$ cat src/common/fari_pkg.sv
// constants shared by the flash access register front end
// Contract
// - user array is 124 pages of 512 bytes; page equals address divided by 512
// - data register at 0xBC holds byte to program and byte read back
// - byte address is high register 0xC7 above low register 0xC6
// - writing a command code to 0xB9 starts the matching array operation
// - all control, key, data and address registers are special function registers only
// - command, data, addresses reset 0x00; keys reset 0xFF; none bit addressable
// - codes: 1 program, 2 page erase, 3 erase all, 4 read, 8 protect; 5-7 reserved
// - command runs only with unlock key 0x3B; key cleared when operation ends
// - core stalls on the command write and interrupts wait until completion
// - read protection covers groups of four pages, one bit each
package fari_pkg;
  // register addresses in the special function space
  localparam logic [7:0] ADDR_COMMAND = 8'hB9;
  localparam logic [7:0] ADDR_UNLOCK_KEY = 8'hBA;
  localparam logic [7:0] ADDR_PROT_KEY = 8'hBB;
  localparam logic [7:0] ADDR_DATA = 8'hBC;
  localparam logic [7:0] ADDR_ADDR_LOW = 8'hC6;
  localparam logic [7:0] ADDR_ADDR_HIGH = 8'hC7;
  // reset values
  localparam logic [7:0] RST_COMMAND = 8'h00;
  localparam logic [7:0] RST_DATA = 8'h00;
  localparam logic [7:0] RST_ADDR = 8'h00;
  localparam logic [7:0] RST_KEY = 8'hFF;
  // unlock key and unprogrammed protection key
  localparam logic [7:0] UNLOCK_VALUE = 8'h3B;
  localparam logic [7:0] KEY_BLANK = 8'hFF;
  // array organisation
  localparam int PAGE_COUNT = 124;
  localparam int PAGE_LSB = 9;
  localparam int GROUP_PAGES_LOG2 = 2;
  localparam int GROUP_COUNT = 31;
  // command codes written to the command register
  localparam logic [7:0] CMD_PROGRAM = 8'h01;
  localparam logic [7:0] CMD_ERASE_PAGE = 8'h02;
  localparam logic [7:0] CMD_ERASE_ALL = 8'h03;
  localparam logic [7:0] CMD_READ = 8'h04;
  localparam logic [7:0] CMD_PROTECT = 8'h08;
  // operation code presented to the array macro
  typedef enum logic [2:0] {
    FARI_OP_NONE,
    FARI_OP_PROGRAM,
    FARI_OP_ERASE_PAGE,
    FARI_OP_ERASE_ALL,
    FARI_OP_READ,
    FARI_OP_PROTECT
  } fari_op_t;
endpackage

$ cat src/hw/fari_read_guard.sv
// read protection lookup: maps a byte address onto its four page group
`timescale 1ns/100ps
module fari_read_guard #(
  parameter int GROUPS = fari_pkg::GROUP_COUNT
) (
  // address under test
  input wire logic [15:0] addr_i,
  // one read protect bit per group, set means protected
  input wire logic [GROUPS-1:0] rd_prot_i,
  // results
  output logic [6:0] page_o,
  output logic page_ok_o,
  output logic rd_blocked_o
);
  logic [6:0] page;
  logic [4:0] group;

  // page is the address divided by 512, group is page divided by four
  assign page = addr_i[15:fari_pkg::PAGE_LSB];
  assign group = page[6:fari_pkg::GROUP_PAGES_LOG2];
  assign page_o = page;
  // pages above the user area hold firmware; page_ok_o keeps program, page erase and read out of them
  assign page_ok_o = (32'(page) < fari_pkg::PAGE_COUNT);
  assign rd_blocked_o = page_ok_o && rd_prot_i[group];
endmodule

$ cat src/hw/fari_flash_regs.sv
// special function register front end and sequencer for the user flash array
`timescale 1ns/100ps
module fari_flash_regs #(
  parameter int GROUPS = fari_pkg::GROUP_COUNT
) (
  // clock and reset
  input wire logic clk_i,
  input wire logic rst_i,
  // special function register port from the core
  input wire logic [7:0] sfr_addr_i,
  input wire logic sfr_wr_i,
  input wire logic [7:0] sfr_wdata_i,
  output logic [7:0] sfr_rdata_o,
  output logic sfr_hit_o,
  // core control while an operation runs
  output logic core_stall_o,
  output logic irq_defer_o,
  // array macro port
  output logic flash_req_o,
  output fari_pkg::fari_op_t flash_op_o,
  output logic [15:0] flash_addr_o,
  output logic [7:0] flash_wdata_o,
  input wire logic [7:0] flash_rdata_i,
  input wire logic flash_done_i,
  // protection configuration held in the array
  input wire logic [GROUPS-1:0] rd_prot_i,
  input wire logic [7:0] stored_prot_key_i
);
  typedef enum logic {
    FARI_IDLE,
    FARI_BUSY
  } fari_state_t;

  fari_state_t state_r, state_nxt;
  logic [7:0] command_r, unlock_key_r, prot_key_r, data_r, addr_lo_r, addr_hi_r;
  fari_pkg::fari_op_t op_r;
  logic [15:0] op_addr_r;
  logic [7:0] op_wdata_r;
  logic [15:0] byte_addr;
  logic page_ok, rd_blocked;
  logic wr_command, wr_unlock, wr_prot, wr_data, wr_lo, wr_hi;
  logic key_ok, prot_key_ok, cmd_allowed, start, finish;
  fari_pkg::fari_op_t cmd_op;
  // next values of every register but the sequencer state, built by continuous assignments below
  fari_pkg::fari_op_t op_nxt;
  logic [15:0] op_addr_nxt;
  logic [7:0] op_wdata_nxt;
  logic [7:0] command_nxt, unlock_key_nxt, prot_key_nxt, data_nxt, addr_lo_nxt, addr_hi_nxt;
  logic load_read;

  //////////////////////////////////////////////////////////////////////////////
  // one strobe test shared by all six writable registers
  function automatic logic strobe_for(input logic wr, input logic [7:0] addr,
                                      input logic [7:0] target);
    return wr && (addr == target);
  endfunction

  // address decode; only the six special function addresses respond
  assign wr_command = strobe_for(sfr_wr_i, sfr_addr_i, fari_pkg::ADDR_COMMAND);
  assign wr_unlock = strobe_for(sfr_wr_i, sfr_addr_i, fari_pkg::ADDR_UNLOCK_KEY);
  assign wr_prot = strobe_for(sfr_wr_i, sfr_addr_i, fari_pkg::ADDR_PROT_KEY);
  assign wr_data = strobe_for(sfr_wr_i, sfr_addr_i, fari_pkg::ADDR_DATA);
  assign wr_lo = strobe_for(sfr_wr_i, sfr_addr_i, fari_pkg::ADDR_ADDR_LOW);
  assign wr_hi = strobe_for(sfr_wr_i, sfr_addr_i, fari_pkg::ADDR_ADDR_HIGH);

  // read mux; whole byte reads only, no bit addressing
  always_comb begin
    sfr_hit_o = 1'b1;
    unique case (sfr_addr_i)
      fari_pkg::ADDR_COMMAND: sfr_rdata_o = command_r;
      fari_pkg::ADDR_UNLOCK_KEY: sfr_rdata_o = unlock_key_r;
      fari_pkg::ADDR_PROT_KEY: sfr_rdata_o = prot_key_r;
      fari_pkg::ADDR_DATA: sfr_rdata_o = data_r;
      fari_pkg::ADDR_ADDR_LOW: sfr_rdata_o = addr_lo_r;
      fari_pkg::ADDR_ADDR_HIGH: sfr_rdata_o = addr_hi_r;
      default: begin
        sfr_rdata_o = 8'h00;
        sfr_hit_o = 1'b0;
      end
    endcase
  end

  //////////////////////////////////////////////////////////////////////////////
  // byte address and protection lookup
  assign byte_addr = {addr_hi_r, addr_lo_r};

  // only the verdicts of the guard are used; the page number itself is not needed here
  fari_read_guard #(
    .GROUPS(GROUPS)
  ) u_guard (
    .addr_i(byte_addr),
    .rd_prot_i(rd_prot_i),
    .page_o(),
    .page_ok_o(page_ok),
    .rd_blocked_o(rd_blocked)
  );

  // command decode; reserved and unknown codes map to no operation
  always_comb begin
    unique case (sfr_wdata_i)
      fari_pkg::CMD_PROGRAM: cmd_op = fari_pkg::FARI_OP_PROGRAM;
      fari_pkg::CMD_ERASE_PAGE: cmd_op = fari_pkg::FARI_OP_ERASE_PAGE;
      fari_pkg::CMD_ERASE_ALL: cmd_op = fari_pkg::FARI_OP_ERASE_ALL;
      fari_pkg::CMD_READ: cmd_op = fari_pkg::FARI_OP_READ;
      fari_pkg::CMD_PROTECT: cmd_op = fari_pkg::FARI_OP_PROTECT;
      default: cmd_op = fari_pkg::FARI_OP_NONE;
    endcase
  end

  // the key is checked as it stands when the command is written
  assign key_ok = (unlock_key_r == fari_pkg::UNLOCK_VALUE);
  // a blank stored protection key means the protection key is not compared
  assign prot_key_ok = (stored_prot_key_i == fari_pkg::KEY_BLANK) ||
                       (stored_prot_key_i == prot_key_r);

  // per command guards: byte and page commands need a user page
  always_comb begin
    unique case (cmd_op)
      fari_pkg::FARI_OP_PROGRAM: cmd_allowed = page_ok;
      fari_pkg::FARI_OP_ERASE_PAGE: cmd_allowed = page_ok;
      fari_pkg::FARI_OP_ERASE_ALL: cmd_allowed = 1'b1;
      fari_pkg::FARI_OP_READ: cmd_allowed = page_ok && !rd_blocked;
      fari_pkg::FARI_OP_PROTECT: cmd_allowed = prot_key_ok;
      default: cmd_allowed = 1'b0;
    endcase
  end

  // a wrong key drops the command before it reaches the array
  assign start = (state_r == FARI_IDLE) && wr_command && key_ok && cmd_allowed;
  // a done pulse while idle is ignored; it cannot end an operation never begun
  assign finish = (state_r == FARI_BUSY) && flash_done_i;

  //////////////////////////////////////////////////////////////////////////////
  // sequencer state
  always_comb begin
    state_nxt = state_r;
    unique case (state_r)
      FARI_IDLE: if (start) state_nxt = FARI_BUSY;
      FARI_BUSY: if (flash_done_i) state_nxt = FARI_IDLE;
    endcase
  end

  // operation latch; the array sees a steady request until it answers
  assign op_nxt = start ? cmd_op : (finish ? fari_pkg::FARI_OP_NONE : op_r);
  assign op_addr_nxt = start ? byte_addr : op_addr_r;
  // protect setup sends the protection key, every other command the data byte
  assign op_wdata_nxt = !start ? op_wdata_r :
                        ((cmd_op == fari_pkg::FARI_OP_PROTECT) ? prot_key_r : data_r);

  // state and operation registers
  always_ff @(posedge clk_i) begin
    if (rst_i) begin
      state_r <= FARI_IDLE;
      op_r <= fari_pkg::FARI_OP_NONE;
      op_addr_r <= 16'h0000;
      op_wdata_r <= 8'h00;
    end else begin
      state_r <= state_nxt;
      op_r <= op_nxt;
      op_addr_r <= op_addr_nxt;
      op_wdata_r <= op_wdata_nxt;
    end
  end

  //////////////////////////////////////////////////////////////////////////////
  // register next values; writes while busy cannot occur because the core is stalled
  // the command register keeps a refused code too, so software can read what it wrote
  assign command_nxt = wr_command ? sfr_wdata_i : command_r;
  // completion clears the key and wins over a same cycle write, forcing a fresh unlock
  assign unlock_key_nxt = finish ? fari_pkg::RST_KEY :
                          (wr_unlock ? sfr_wdata_i : unlock_key_r);
  assign prot_key_nxt = wr_prot ? sfr_wdata_i : prot_key_r;
  // read data lands only from a finished read and beats a same cycle data write
  assign load_read = finish && (op_r == fari_pkg::FARI_OP_READ);
  assign data_nxt = load_read ? flash_rdata_i :
                    (wr_data ? sfr_wdata_i : data_r);
  assign addr_lo_nxt = wr_lo ? sfr_wdata_i : addr_lo_r;
  assign addr_hi_nxt = wr_hi ? sfr_wdata_i : addr_hi_r;

  // command register
  always_ff @(posedge clk_i) begin
    if (rst_i) begin
      command_r <= fari_pkg::RST_COMMAND;
    end else begin
      command_r <= command_nxt;
    end
  end

  // key registers; both come out of reset locked
  always_ff @(posedge clk_i) begin
    if (rst_i) begin
      unlock_key_r <= fari_pkg::RST_KEY;
      prot_key_r <= fari_pkg::RST_KEY;
    end else begin
      unlock_key_r <= unlock_key_nxt;
      prot_key_r <= prot_key_nxt;
    end
  end

  // data byte and the two halves of the byte address
  always_ff @(posedge clk_i) begin
    if (rst_i) begin
      data_r <= fari_pkg::RST_DATA;
      addr_lo_r <= fari_pkg::RST_ADDR;
      addr_hi_r <= fari_pkg::RST_ADDR;
    end else begin
      data_r <= data_nxt;
      addr_lo_r <= addr_lo_nxt;
      addr_hi_r <= addr_hi_nxt;
    end
  end

  //////////////////////////////////////////////////////////////////////////////
  // outputs; the stall covers the write cycle itself so the core holds there
  assign core_stall_o = start || (state_r == FARI_BUSY);
  // interrupts wait out exactly the span in which the core is held
  assign irq_defer_o = core_stall_o;
  assign flash_req_o = (state_r == FARI_BUSY);
  assign flash_op_o = op_r;
  assign flash_addr_o = op_addr_r;
  assign flash_wdata_o = op_wdata_r;
endmodule

$ cat config.mk
export PLATFORM = sky130hd
export DESIGN_NAME = fari_flash_regs
export DESIGN_NICKNAME = d
export VERILOG_FILES = /design/src/common/fari_pkg.sv /design/src/hw/fari_read_guard.sv /design/src/hw/fari_flash_regs.sv
export SDC_FILE = /design/constraint.sdc
export NUM_CORES = 1
export LEC_CHECK = 0
export ABC_AREA = 1
export BUFFER_PORTS_ARGS = -buffer_cell sky130_fd_sc_hd__buf_2
export CAP_MARGIN = 20
export CORE_MARGIN = 2
export CORE_UTILIZATION = 40
export DETAILED_ROUTE_END_ITERATION = 8
export SKIP_CTS_REPAIR_TIMING = 1
export SYNTH_ARGS = -nofsm -noshare
export SYNTH_HDL_FRONTEND = slang
export SYNTH_SLANG_ARGS = --single-unit
$ cat constraint.sdc
create_clock -name clk_i -period 3.3 [get_ports clk_i]
set_input_delay 0.66 -clock clk_i [delete_from_list [all_inputs] [get_ports clk_i]]
set_output_delay 0.66 -clock clk_i [all_outputs]
set_load 0.05 [all_outputs]
## Word level (Yosys, flattened, before mapping)

Index checks and enable logic that the tools add are counted.

- Flip-flop bits (word level): 76
- Input port bits: 67
- Output and inout port bits: 39
- Logic and storage cells: 68

- Order comparisons: 2
- Equal/unequal tests: 20
- Multiplexer cells: 14
- Bitwise operators: 1
- Reduce and logical (&&, ||, !) cells: 21

Operator list:

| cell | number |
|---|---|
| 8-bit equality test, second input constant | 7 |
| 8-bit case mux with 6 select lines | 1 |
| 8-bit two-way mux | 3 |
| 8-bit by 2-bit equality test with 1-bit output, second input constant | 2 |
| 3-bit case mux with 5 select lines | 1 |
| 1-bit logical AND | 13 |
| 3-bit equality test, second input constant | 3 |
| 8-bit by 1-bit equality test with 1-bit output, second input constant | 1 |
| 8-bit by 3-bit equality test with 1-bit output, second input constant | 1 |
| 8-bit by 4-bit equality test with 1-bit output, second input constant | 1 |
| 8-bit by 6-bit equality test with 1-bit output, second input constant | 1 |
| 8-bit equality test | 1 |
| 7-bit less-than comparator, second input constant | 1 |
| 3-bit by 2-bit equality test with 1-bit output, second input constant | 2 |
| 5-bit by 6-bit less-than comparator with 1-bit output, second input constant | 1 |
| 3-bit two-way mux | 2 |
| 6-bit OR reduction | 1 |
| 1-bit binary-select mux with 5-bit select | 1 |
| 1-bit two-way mux | 4 |
| 1-bit case mux with 4 select lines | 1 |
| 2-bit nonzero test | 2 |
| 2-bit OR reduction | 2 |
| 3-bit by 1-bit equality test with 1-bit output, second input constant | 1 |
| 1-bit logical OR | 2 |
| other kinds (3) | 3 |

## Depth between registers and ports, before layout

Gate-level depths: netlist of run 1.

- Depth in word-level cells: 9
- Gate-level depth with buffers: 17
- Gate-level depth less buffers: 14

## Cells and area by module

From an unflattened synthesis of run 1, not the netlist that was laid out.

- Cell total of the unflattened synthesis: 631
- Area, all modules: 4140.2 um^2

Modules (own cells, without submodules):

| module | instances | cells an instance | area each (um^2) | seq. area each (um^2) |
|---|---|---|---|---|
| fari_flash_regs | 1 | 520 | 3643.5 | 1521.5 |
| fari_read_guard | 1 | 111 | 496.7 | 0.0 |

## Worst setup path before layout of run 1

OpenSTA, ideal clock, no wires.

- Kind: in2out
- Start point: input sfr_addr_i[2]
- End point: output irq_defer_o
- Arrival: 2289 ps
- Data required time: 2640 ps
- Setup slack: 351 ps
- Stages on the path: 11
- Path buffers: 1
- Path through: inv_1 > nand2_2 > nor4_4 > nand2_4 > nor2_1 > o21ai_1 > nor2_2 > nand2_2 > inv_2 > or2_2 > buf_4

- Longest elaborated chain between the ends: 6

Ends and longest elaborated chain:

| what | RTL line | RTL |
|---|---|---|
| start, declared | fari_flash_regs.sv:10 | `input wire logic [7:0] sfr_addr_i,` |
| 8-bit equality test | fari_flash_regs.sv:55 | `return wr && (addr == target);` |
| 1-bit logical AND | fari_flash_regs.sv:55 |  |
| 1-bit logical AND (3 in a row) | fari_flash_regs.sv:129 | `assign start = (state_r == FARI_IDLE) && wr_command && key_ok && cmd_allowed;` |
| 1-bit logical OR | fari_flash_regs.sv:215 | `assign core_stall_o = start \|\| (state_r == FARI_BUSY);` |
| end, declared | fari_flash_regs.sv:17 | `output logic irq_defer_o,` |

No other way between the ends.

## Final worst setup path of run 1

- Start point: register addr_hi_r[4]
- End point: output core_stall_o

- Longest elaborated chain between the ends: 8
- Elaborated cells on any way between the ends: 9
- Classes of those cells: order compare (1); mux (3); reduce/logical (5)

Ends and longest elaborated chain:

| what | RTL line | RTL |
|---|---|---|
| start, declared | fari_flash_regs.sv:35 | `logic [7:0] command_r, unlock_key_r, prot_key_r, data_r, addr_lo_r, addr_hi_r;` |
| start signal, assigned | fari_flash_regs.sv:205 | `addr_hi_r <= fari_pkg::RST_ADDR;` |
| start signal, assigned | fari_flash_regs.sv:209 | `addr_hi_r <= addr_hi_nxt;` |
| 1-bit binary-select mux with 5-bit select | fari_read_guard.sv:24 | `assign rd_blocked_o = page_ok_o && rd_prot_i[group];` |
| 1-bit two-way mux (implied by the code) | fari_read_guard.sv:24 |  |
| 1-bit logical AND | fari_read_guard.sv:24 |  |
| 1-bit zero test | fari_flash_regs.sv:122 | `fari_pkg::FARI_OP_READ: cmd_allowed = page_ok && !rd_blocked;` |
| 1-bit logical AND | fari_flash_regs.sv:122 |  |
| 1-bit case mux with 4 select lines * | fari_flash_regs.sv:118 | `unique case (cmd_op)` |
| 1-bit logical AND * | fari_flash_regs.sv:129 |  |
| 1-bit logical OR * | fari_flash_regs.sv:215 |  |
| end, declared | fari_flash_regs.sv:16 | `output logic core_stall_o,` |

Mark *: on every way between the ends. The rest lies on a longest branch, timed or not. The select of a mux whose other input is x is not followed.

==> impl_results.md, run 1 <==
- Diodes inserted: 0
- Internal power: 0.00132 W
- Cell with the biggest individual delay on the critical path: dfxtp_1
- Final HPWL DP: 9.67 mm
- Final Util: 49.4%
- Remaining antenna violation count: 0
- Vert. Die Dim: 104 um
- Total clock buffers created by CTS: 9
- Most numerous cell types in the synthesized netlist: 117 x nand2_1, 98 x nor2_1, 76 x dfxtp_1, 62 x inv_1, 54 x o21ai_0
- Number of failing setup endpoints in the final timing report: 0
- Drt drc: 0
- Setup repair after global routing missed its margin: no
- Setup CP Type: register to output port
- Crit-path max FO: 9
- Kind of cell adding the most delay to the critical path: simple AND/OR/NAND/NOR gates
- Largest area contributor in the netlist: dfxtp_1
- Global-route congestion overflow total: 0
- Number of enable-type register cells in the synthesized netlist: 0
- Routability congestion estimate from global placement: 0.906
- Syn-to-layout area delta: 20.2%
- Leakage power summed over all cells: 2.29 nW
- Via-per-instance ratio: 5.20
- Clock input transition at the sequential cells of the worst setup and hold paths: 0.08 ns
- Die outline width: 104 um
- Vias in the first global route: 3972
- Buffering stage count on the worst path with inverters included: 2
- Level count of the clock H-tree: 3
- Path type of the worst min-delay path: register to register
- Cells after Synth: 602
- Floorplan die area: 10900 um2
- Core Rows: 36
- Number of max-cap violations: 0
- Type of destination of the critical path: output port
- CP most frequent cell: nand2_1
- Cells traversed along the worst timing path: nor2_1 > nand3_1 > nand2_1 > nor2_1 > nand2_1 > nand3_1 > nand3_1 > nand2_1 > nand2_1 > nand2_2 > inv_2 > or2_2 > buf_2
- Mapped Avg Cell Area: 6.67 um2
- Power per cell area: 366 nW/um2
- Max Buffers Root-to-Sink: 2
- Clock Power Share: 39.9%
- Flop and latch count out of synthesis: 76
- Sw power: 0.000447 W
- Synth Cell Area: 4020 um2
- Layout Cell Area excl Fill: 4830 um2
- Number of warning messages in the yosys log: 0
- Max-slew violation count: 0
- Required time reported for the critical path endpoint: 2.64 ns
- Final setup TNS: 0 ns
- Data arrival, critical path: 2.39 ns
- Slowest Stage Delay on Critical Path: 0.56 ns
- Wire length of the first global-routing pass: 20.4 mm
- Ports placed on the boundary: 106
- Achievable Freq: 328 MHz
- Least-Margin Pin Slew: 0.697 ns
- Final critical path time including I/O delays and setup: 3.05 ns
- Hold violation count in the final report: 0
- Final clock skew: 0.00625 ns
- Fill cell count: 1050
- Clock tree root buffer cell: clkbuf_8
- Run status: finished, final reports clean
- Share of power burned in combinational logic: 8.2%
- Seq/Total Area, Yosys: 37.9%
- Portion of total power attributed to sequential cells: 51.9%
- Initial core utilization: 41.1%
- GRT Util Overall: 23.5%
- Insertion delay of the later-clocked pin in the worst-skew pair: 0.35 ns
- I/O Buffers: 105
- First-pass iteration count of the detailed router: 5
- Worst setup SP type: register
- Top post-synthesis cells by area: dfxtp_1 38%, nand2_1 11%, nor2_1 9.2%, o21ai_0 6.7%, inv_1 5.8%
- Nets: 768
- Maximum number of pins on one net before global-route repair: 48
- Most frequently used cell type in the post-synthesis netlist: nand2_1
- Proportion of layout cells with a drive suffix above 1: 20.7%
- Number of distinct library cell variants in the gate-level netlist after synthesis: 35
- Top_reg_cell synth: dfxtp_1
- Number of sinks on the clock net: 76
- Async S/R FF share, synth: 0%
- Via count: 4360
- Antenna violations before repair: 0
- Max transition margin: 53.5%
- Clock tree from TritonCTS: built
- Total Wirelength: 12.7 mm
- Instance area at placement: 4640 um2
- Starting DRC count in detailed routing: 295
- Area of the placeable core: 9770 um2
- DR WL/cell: 15.1 um
- Post-synth net total: 669
- Part of the cycle the worst path needs: 92.5%
- Fraction of synthesized cell area taken by the top area cell type: 37.9%
- Maximum VDD drop: 0.224 mV
- Switch share: 25.3%
layout by cell type, fill, tap and decap left out, types with 2 or more instances in the layout:
master	netlist	final
a211oi_1	11	11
a21oi_1	33	33
a221oi_1	8	8
a31oi_1	4	4
buf_2	4	105
buf_4	3	12
clkbuf_8	0	9
clkinv_2	0	2
clkinvlp_4	0	2
dfxtp_1	76	75
inv_1	62	62
inv_2	2	2
nand2_1	117	117
nand2_2	2	2
nand3_1	39	39
nand3b_1	2	2
nand4_1	9	9
nor2_1	98	98
nor2_2	2	2
nor3_1	7	7
nor4_1	2	2
o2111ai_1	3	3
o211ai_1	10	10
o21ai_0	54	54
o21ai_1	17	17
o221ai_1	2	2
xnor2_1	4	4
kinds of logic (layout without fill, tap and decap cells):
family	Yosys count	in the layout	share of synthesized area, %
xor gates and xnor gates	4	4	0.872
and+or+nand+nor	284	284	30.4
buffers and inverters	95	199	10.3
DFF	76	76	37.9
AOI/OAI and AO/OA	143	143	20.6
through the flow:
stage | cells | hold WS (ns) | worst slack, ns | total power (W)
detailed placement | 823 | 0.451 | 0.332 | 0.00108
finish | 839 | 0.461 | 0.247 | 0.00177
CTS | 839 | 0.462 | 0.0742 | 0.00178
global placement | 823 | 0.446 | 0.359 | 0.00108
floorplan | 602 | 0.429 | 0.351 | 0.00101
global route | 839 | 0.481 | 0.0137 | 0.00184
final cells by class:
type                            instances  area, um2  share of cell area, %
Multi-Input combinational cell        431       2080                   43.1
Sequential cell                        76       1520                   31.5
Timing Repair Buffer                  117        616                   12.7
Inverter                               66        250                   5.18
Tap cell                              133        166                   3.45
Clock buffer                           10        128                   2.64
Clock inverter                          6       63.8                   1.32
per-layer routing:
metal / up-vias / wire length, um / global-route usage, %
met2: 164 / 5430 / 35.4
met4: 0 / 149 / 6.08
met5: - / 0 / 0
li1: 2198 / - / -
met1: 1980 / 6240 / 34.1
met3: 18 / 868 / 4.82
state kept, by name (all words and copies together), names as in the netlist:
register       flops
flash_req_o        1
prot_key_r         8
addr_lo_r          8
unlock_key_r       8
flash_addr_o      16
data_r             8
flash_wdata_o      8
command_r          8
flash_op_o         3
addr_hi_r          8
worst min-delay path, stage by stage, from the launching register on:
cell     delay (ns)
dfxtp_1        0.30
inv_1          0.06
a21oi_1        0.06
power groups by stage:
stage | Combinational, W | Sequential [W] | Clock, W
floorplan | 0.0000710 | 0.000940 | 0
global placement | 0.000141 | 0.000940 | 0
detailed placement | 0.000143 | 0.000940 | 0
CTS | 0.000143 | 0.000919 | 0.000723
global route | 0.000161 | 0.000919 | 0.000762
finish | 0.000144 | 0.000919 | 0.000706
path summary, 6_finish.rpt:
path	startpoint	end	slack (ns)	cells past startpoint
max reg2reg	addr_hi_r[5]	flash_wdata_o[4]	1.13	14
min reg2reg	command_r[6]	command_r[6]	0.46	2
max	addr_hi_r[4]	core_stall_o	0.25	13
min	command_r[6]	command_r[6]	0.46	2
No activity file was read; power rests on OpenSTA's default activity.
==> inputs of run 2 (changes only) <==
- ABC_AREA: 1 -> not set
- CTS_CLUSTER_SIZE: not set -> 10
==> run 2 against run 1 <==
Net effect: clock power is essentially flat; highest routed layer unchanged; critical endpoint is now irq_defer_o; wire length grew 0.66%; sequential power is essentially flat; worst hold slack lost 0.0038 ns; global-route usage shrank 0.49 points; flip-flop and latch count is the same; clock-buffer cell count grew 1; combinational power grew 6%; die area grew 3.7%; clock skew grew 0.0022 ns; sequential share of layout area shrank 1.5 points.
==> impl_results.md, run 2 <==
- Diodes inserted: 0 (unchanged)
- Number of warning messages in the yosys log: 0 (unchanged)
- Total Wirelength: 12.8 mm (+0.66%)
- Post-synth net total: 548 (-18%)
- Fraction of synthesized cell area taken by the top area cell type: 36.5% (-1.4 points)
- Data arrival, critical path: 2.47 ns (+0.08 ns)
- Final critical path time including I/O delays and setup: 3.13 ns (+0.0793 ns)
- Buffering stage count on the worst path with inverters included: 2 (unchanged)
- Wire length of the first global-routing pass: 20.1 mm (-1.6%)
- Syn-to-layout area delta: 21.3%
- Global-route congestion overflow total: 0 (unchanged)
- Power per cell area: 351 nW/um2 (-4.2%)
- Kind of cell adding the most delay to the critical path: compound AO/OA/AOI/OAI gates
- Slowest Stage Delay on Critical Path: 0.47 ns (-0.09 ns)
- Cells traversed along the worst timing path: buf_4 > mux2i_1 > o211ai_1 > a21oi_1 > nor3_2 > a211o_1 > nand2b_2 > buf_2
- Initial core utilization: 40.8% (-0.31 points)
- Most frequently used cell type in the post-synthesis netlist: dfxtp_1
- GRT Util Overall: 23.0% (-0.49 points)
- Leakage power summed over all cells: 2.04 nW (-11%)
- Final setup TNS: 0 ns (unchanged)
- Crit path setup slack, layout: 0.167 ns (-0.0793 ns)
- Final clock skew: 0.00844 ns (+0.00219 ns)
- Leading cell type in the layout, fill and taps excluded: buf_2
- Floorplan die area: 11300 um2 (+3.7%)
- Path type of the worst min-delay path: register to register
- I/O Buffers: 105 (unchanged)
- Clock tree from TritonCTS: built
- Required time reported for the critical path endpoint: 2.64 ns (about the same)
- Die outline width: 106 um (+1.9%)
- Routability congestion estimate from global placement: 0.905 (about the same)
- Max-slew violation count: 0 (unchanged)
- Core Rows: 37 (+2.8%)
- Largest area contributor in the netlist: dfxtp_1
- Starting DRC count in detailed routing: 356 (+21%)
- Ports placed on the boundary: 106 (unchanged)
- Total clock buffers created by CTS: 9 (unchanged)
- Max FFs per register: 16 (unchanged)
- Non-filler cells, final: 723 (-14%)
- Level count of the clock H-tree: 3 (unchanged)
- Setup CP Type: register to output port
- Hold violation count in the final report: 0 (unchanged)
- Type of destination of the critical path: output port
- Overall power: 0.00178 W (+0.49%)
- Cells after Synth: 481 (-20%)
- Drt drc: 0 (unchanged)
- Number of sinks on the clock net: 76 (unchanged)
- Number of max-cap violations: 0 (unchanged)
- Remaining antenna violation count: 0 (unchanged)
- Insertion delay of the later-clocked pin in the worst-skew pair: 0.35 ns (about the same)
- Worst setup SP type: register
- Async S/R FF share, synth: 0% (unchanged)
- Maximum number of pins on one net before global-route repair: 57 (+19%)
- First-pass iteration count of the detailed router: 6 (+1)
- Seq/Total Area, Yosys: 36.5% (-1.4 points)
- Final HPWL DP: 9.49 mm (-1.9%)
- Number of enable-type register cells in the synthesized netlist: 0 (unchanged)
- Via-per-instance ratio: 5.51 (+6.1%)
- Most numerous cell types in the synthesized netlist: 76 x dfxtp_1, 55 x nand2_1, 50 x mux2i_1, 50 x nand3_1, 37 x nand2b_1
- Maximum VDD drop: 0.162 mV (-28%)
- Count of placed standard cells including taps: 708 (-14%)
- DR WL/cell: 17.7 um (+17%)
- Most frequent cells in the layout: 105 x buf_2, 75 x dfxtp_1, 55 x nand2_1
- Top_reg_cell synth: dfxtp_1
- Area of the placeable core: 10200 um2 (+4.7%)
- Number of distinct library cell variants in the gate-level netlist after synthesis: 49 (+40%)
- Crit-path max FO: 13 (+4)
- DP Worst Slack: 0.117 ns (-0.215 ns)
- Achievable Freq: 319 MHz (-2.5%)
- Clock tree root buffer cell: clkbuf_8
- Via count: 3986 (-8.6%)
- Mapped Avg Cell Area: 8.68 um2 (+30%)
- Synth Cell Area: 4170 um2 (+3.9%)
- Top post-synthesis cells by area: dfxtp_1 36%, mux2i_1 12%, nand3_1 6.0%, nand2b_1 5.5%, nand2_1 4.9%
- Max transition margin: 37.9% (-16 points)
- Setup repair after global routing missed its margin: no
- Least-Margin Pin Slew: 0.931 ns (+0.234 ns)
- Clock input transition at the sequential cells of the worst setup and hold paths: 0.07 ns (about the same)
- Flop and latch count out of synthesis: 76 (unchanged)
- Max Buffers Root-to-Sink: 2 (unchanged)
- Proportion of layout cells with a drive suffix above 1: 28.3% (+7.6 points)
- Vias in the first global route: 3793 (-4.5%)
- Nets: 650 (-15%)
- Part of the cycle the worst path needs: 94.9% (+2.4 points)
- Number of failing setup endpoints in the final timing report: 0 (unchanged)
- Vert. Die Dim: 106 um (+1.9%)
- Cell with the biggest individual delay on the critical path: dfxtp_1
- Antenna violations before repair: 0 (unchanged)
- Run status: finished, final reports clean
-- run 2: final cells by class --
class,count,area [um2]
multi-input cells,366,2480
flip-flops and latches,76,1520
well taps,136,170
clock buffers,11,141
inverters,3,11.3
clock inverters,4,50.0
fillers,990,5170
repair buffers,127,691
-- run 2: report_power, final --
part | switching, W | total [W] | internal [W]
logic | 0.0000902 | 0.000152 | 0.0000622
registers | 0.00000133 | 0.000918 | 0.000917
clock network | 0.000341 | 0.000706 | 0.000365
-- run 2: final timing paths --
| kind | depth (start not counted) | from | slack [ns] | end |
|---|---|---|---|---|
| setup / recovery | 8 | addr_hi_r[4] | 0.17 | irq_defer_o |
| hold / removal | 2 | command_r[3] | 0.46 | command_r[3] |
| setup reg to reg | 9 | addr_hi_r[4] | 0.85 | flash_wdata_o[7] |
| hold reg to reg | 2 | command_r[3] | 0.46 | command_r[3] |
-- run 2: logic make-up after synthesis --
| family | after synthesis | synth area share, % |
|---|---|---|
| simple gates | 219 | 28.5 |
| compound gates | 80 | 13.7 |
| flops | 76 | 36.5 |
| mux | 58 | 14.9 |
| buf+inv | 39 | 4.65 |
| xor+xnor | 9 | 1.89 |
-- run 2: worst min-delay path, cell delays in order, from the launching register on --
cell and delay [ns]:
dfxtp_1 0.31, nand2_1 0.05, a21oi_1 0.05
-- run 2: per-layer routing --
| layer | part of all wire (%) | global-route usage (%) | up-vias |
|---|---|---|---|
| met5 | 0 | 0 | - |
| met4 | 3.0 | 7.80 | 0 |
| met1 | 44 | 30.7 | 1874 |
| met2 | 46 | 37.7 | 154 |
| li1 | - | - | 1929 |
| met3 | 6.0 | 3.80 | 29 |
-- run 2: per-stage QoR --
step / instance area (um2) / util [%] / hold WS, ns
2_1_floorplan: 4180 / - / 0.437
3_3_place_gp: 4870 / 47.6 / 0.442
3_5_place_dp: 4870 / 47.6 / 0.449
4_1_cts: 5060 / 49.4 / 0.459
5_1_grt: 5060 / 49.5 / 0.478
6_report: 5060 / 49.5 / 0.458
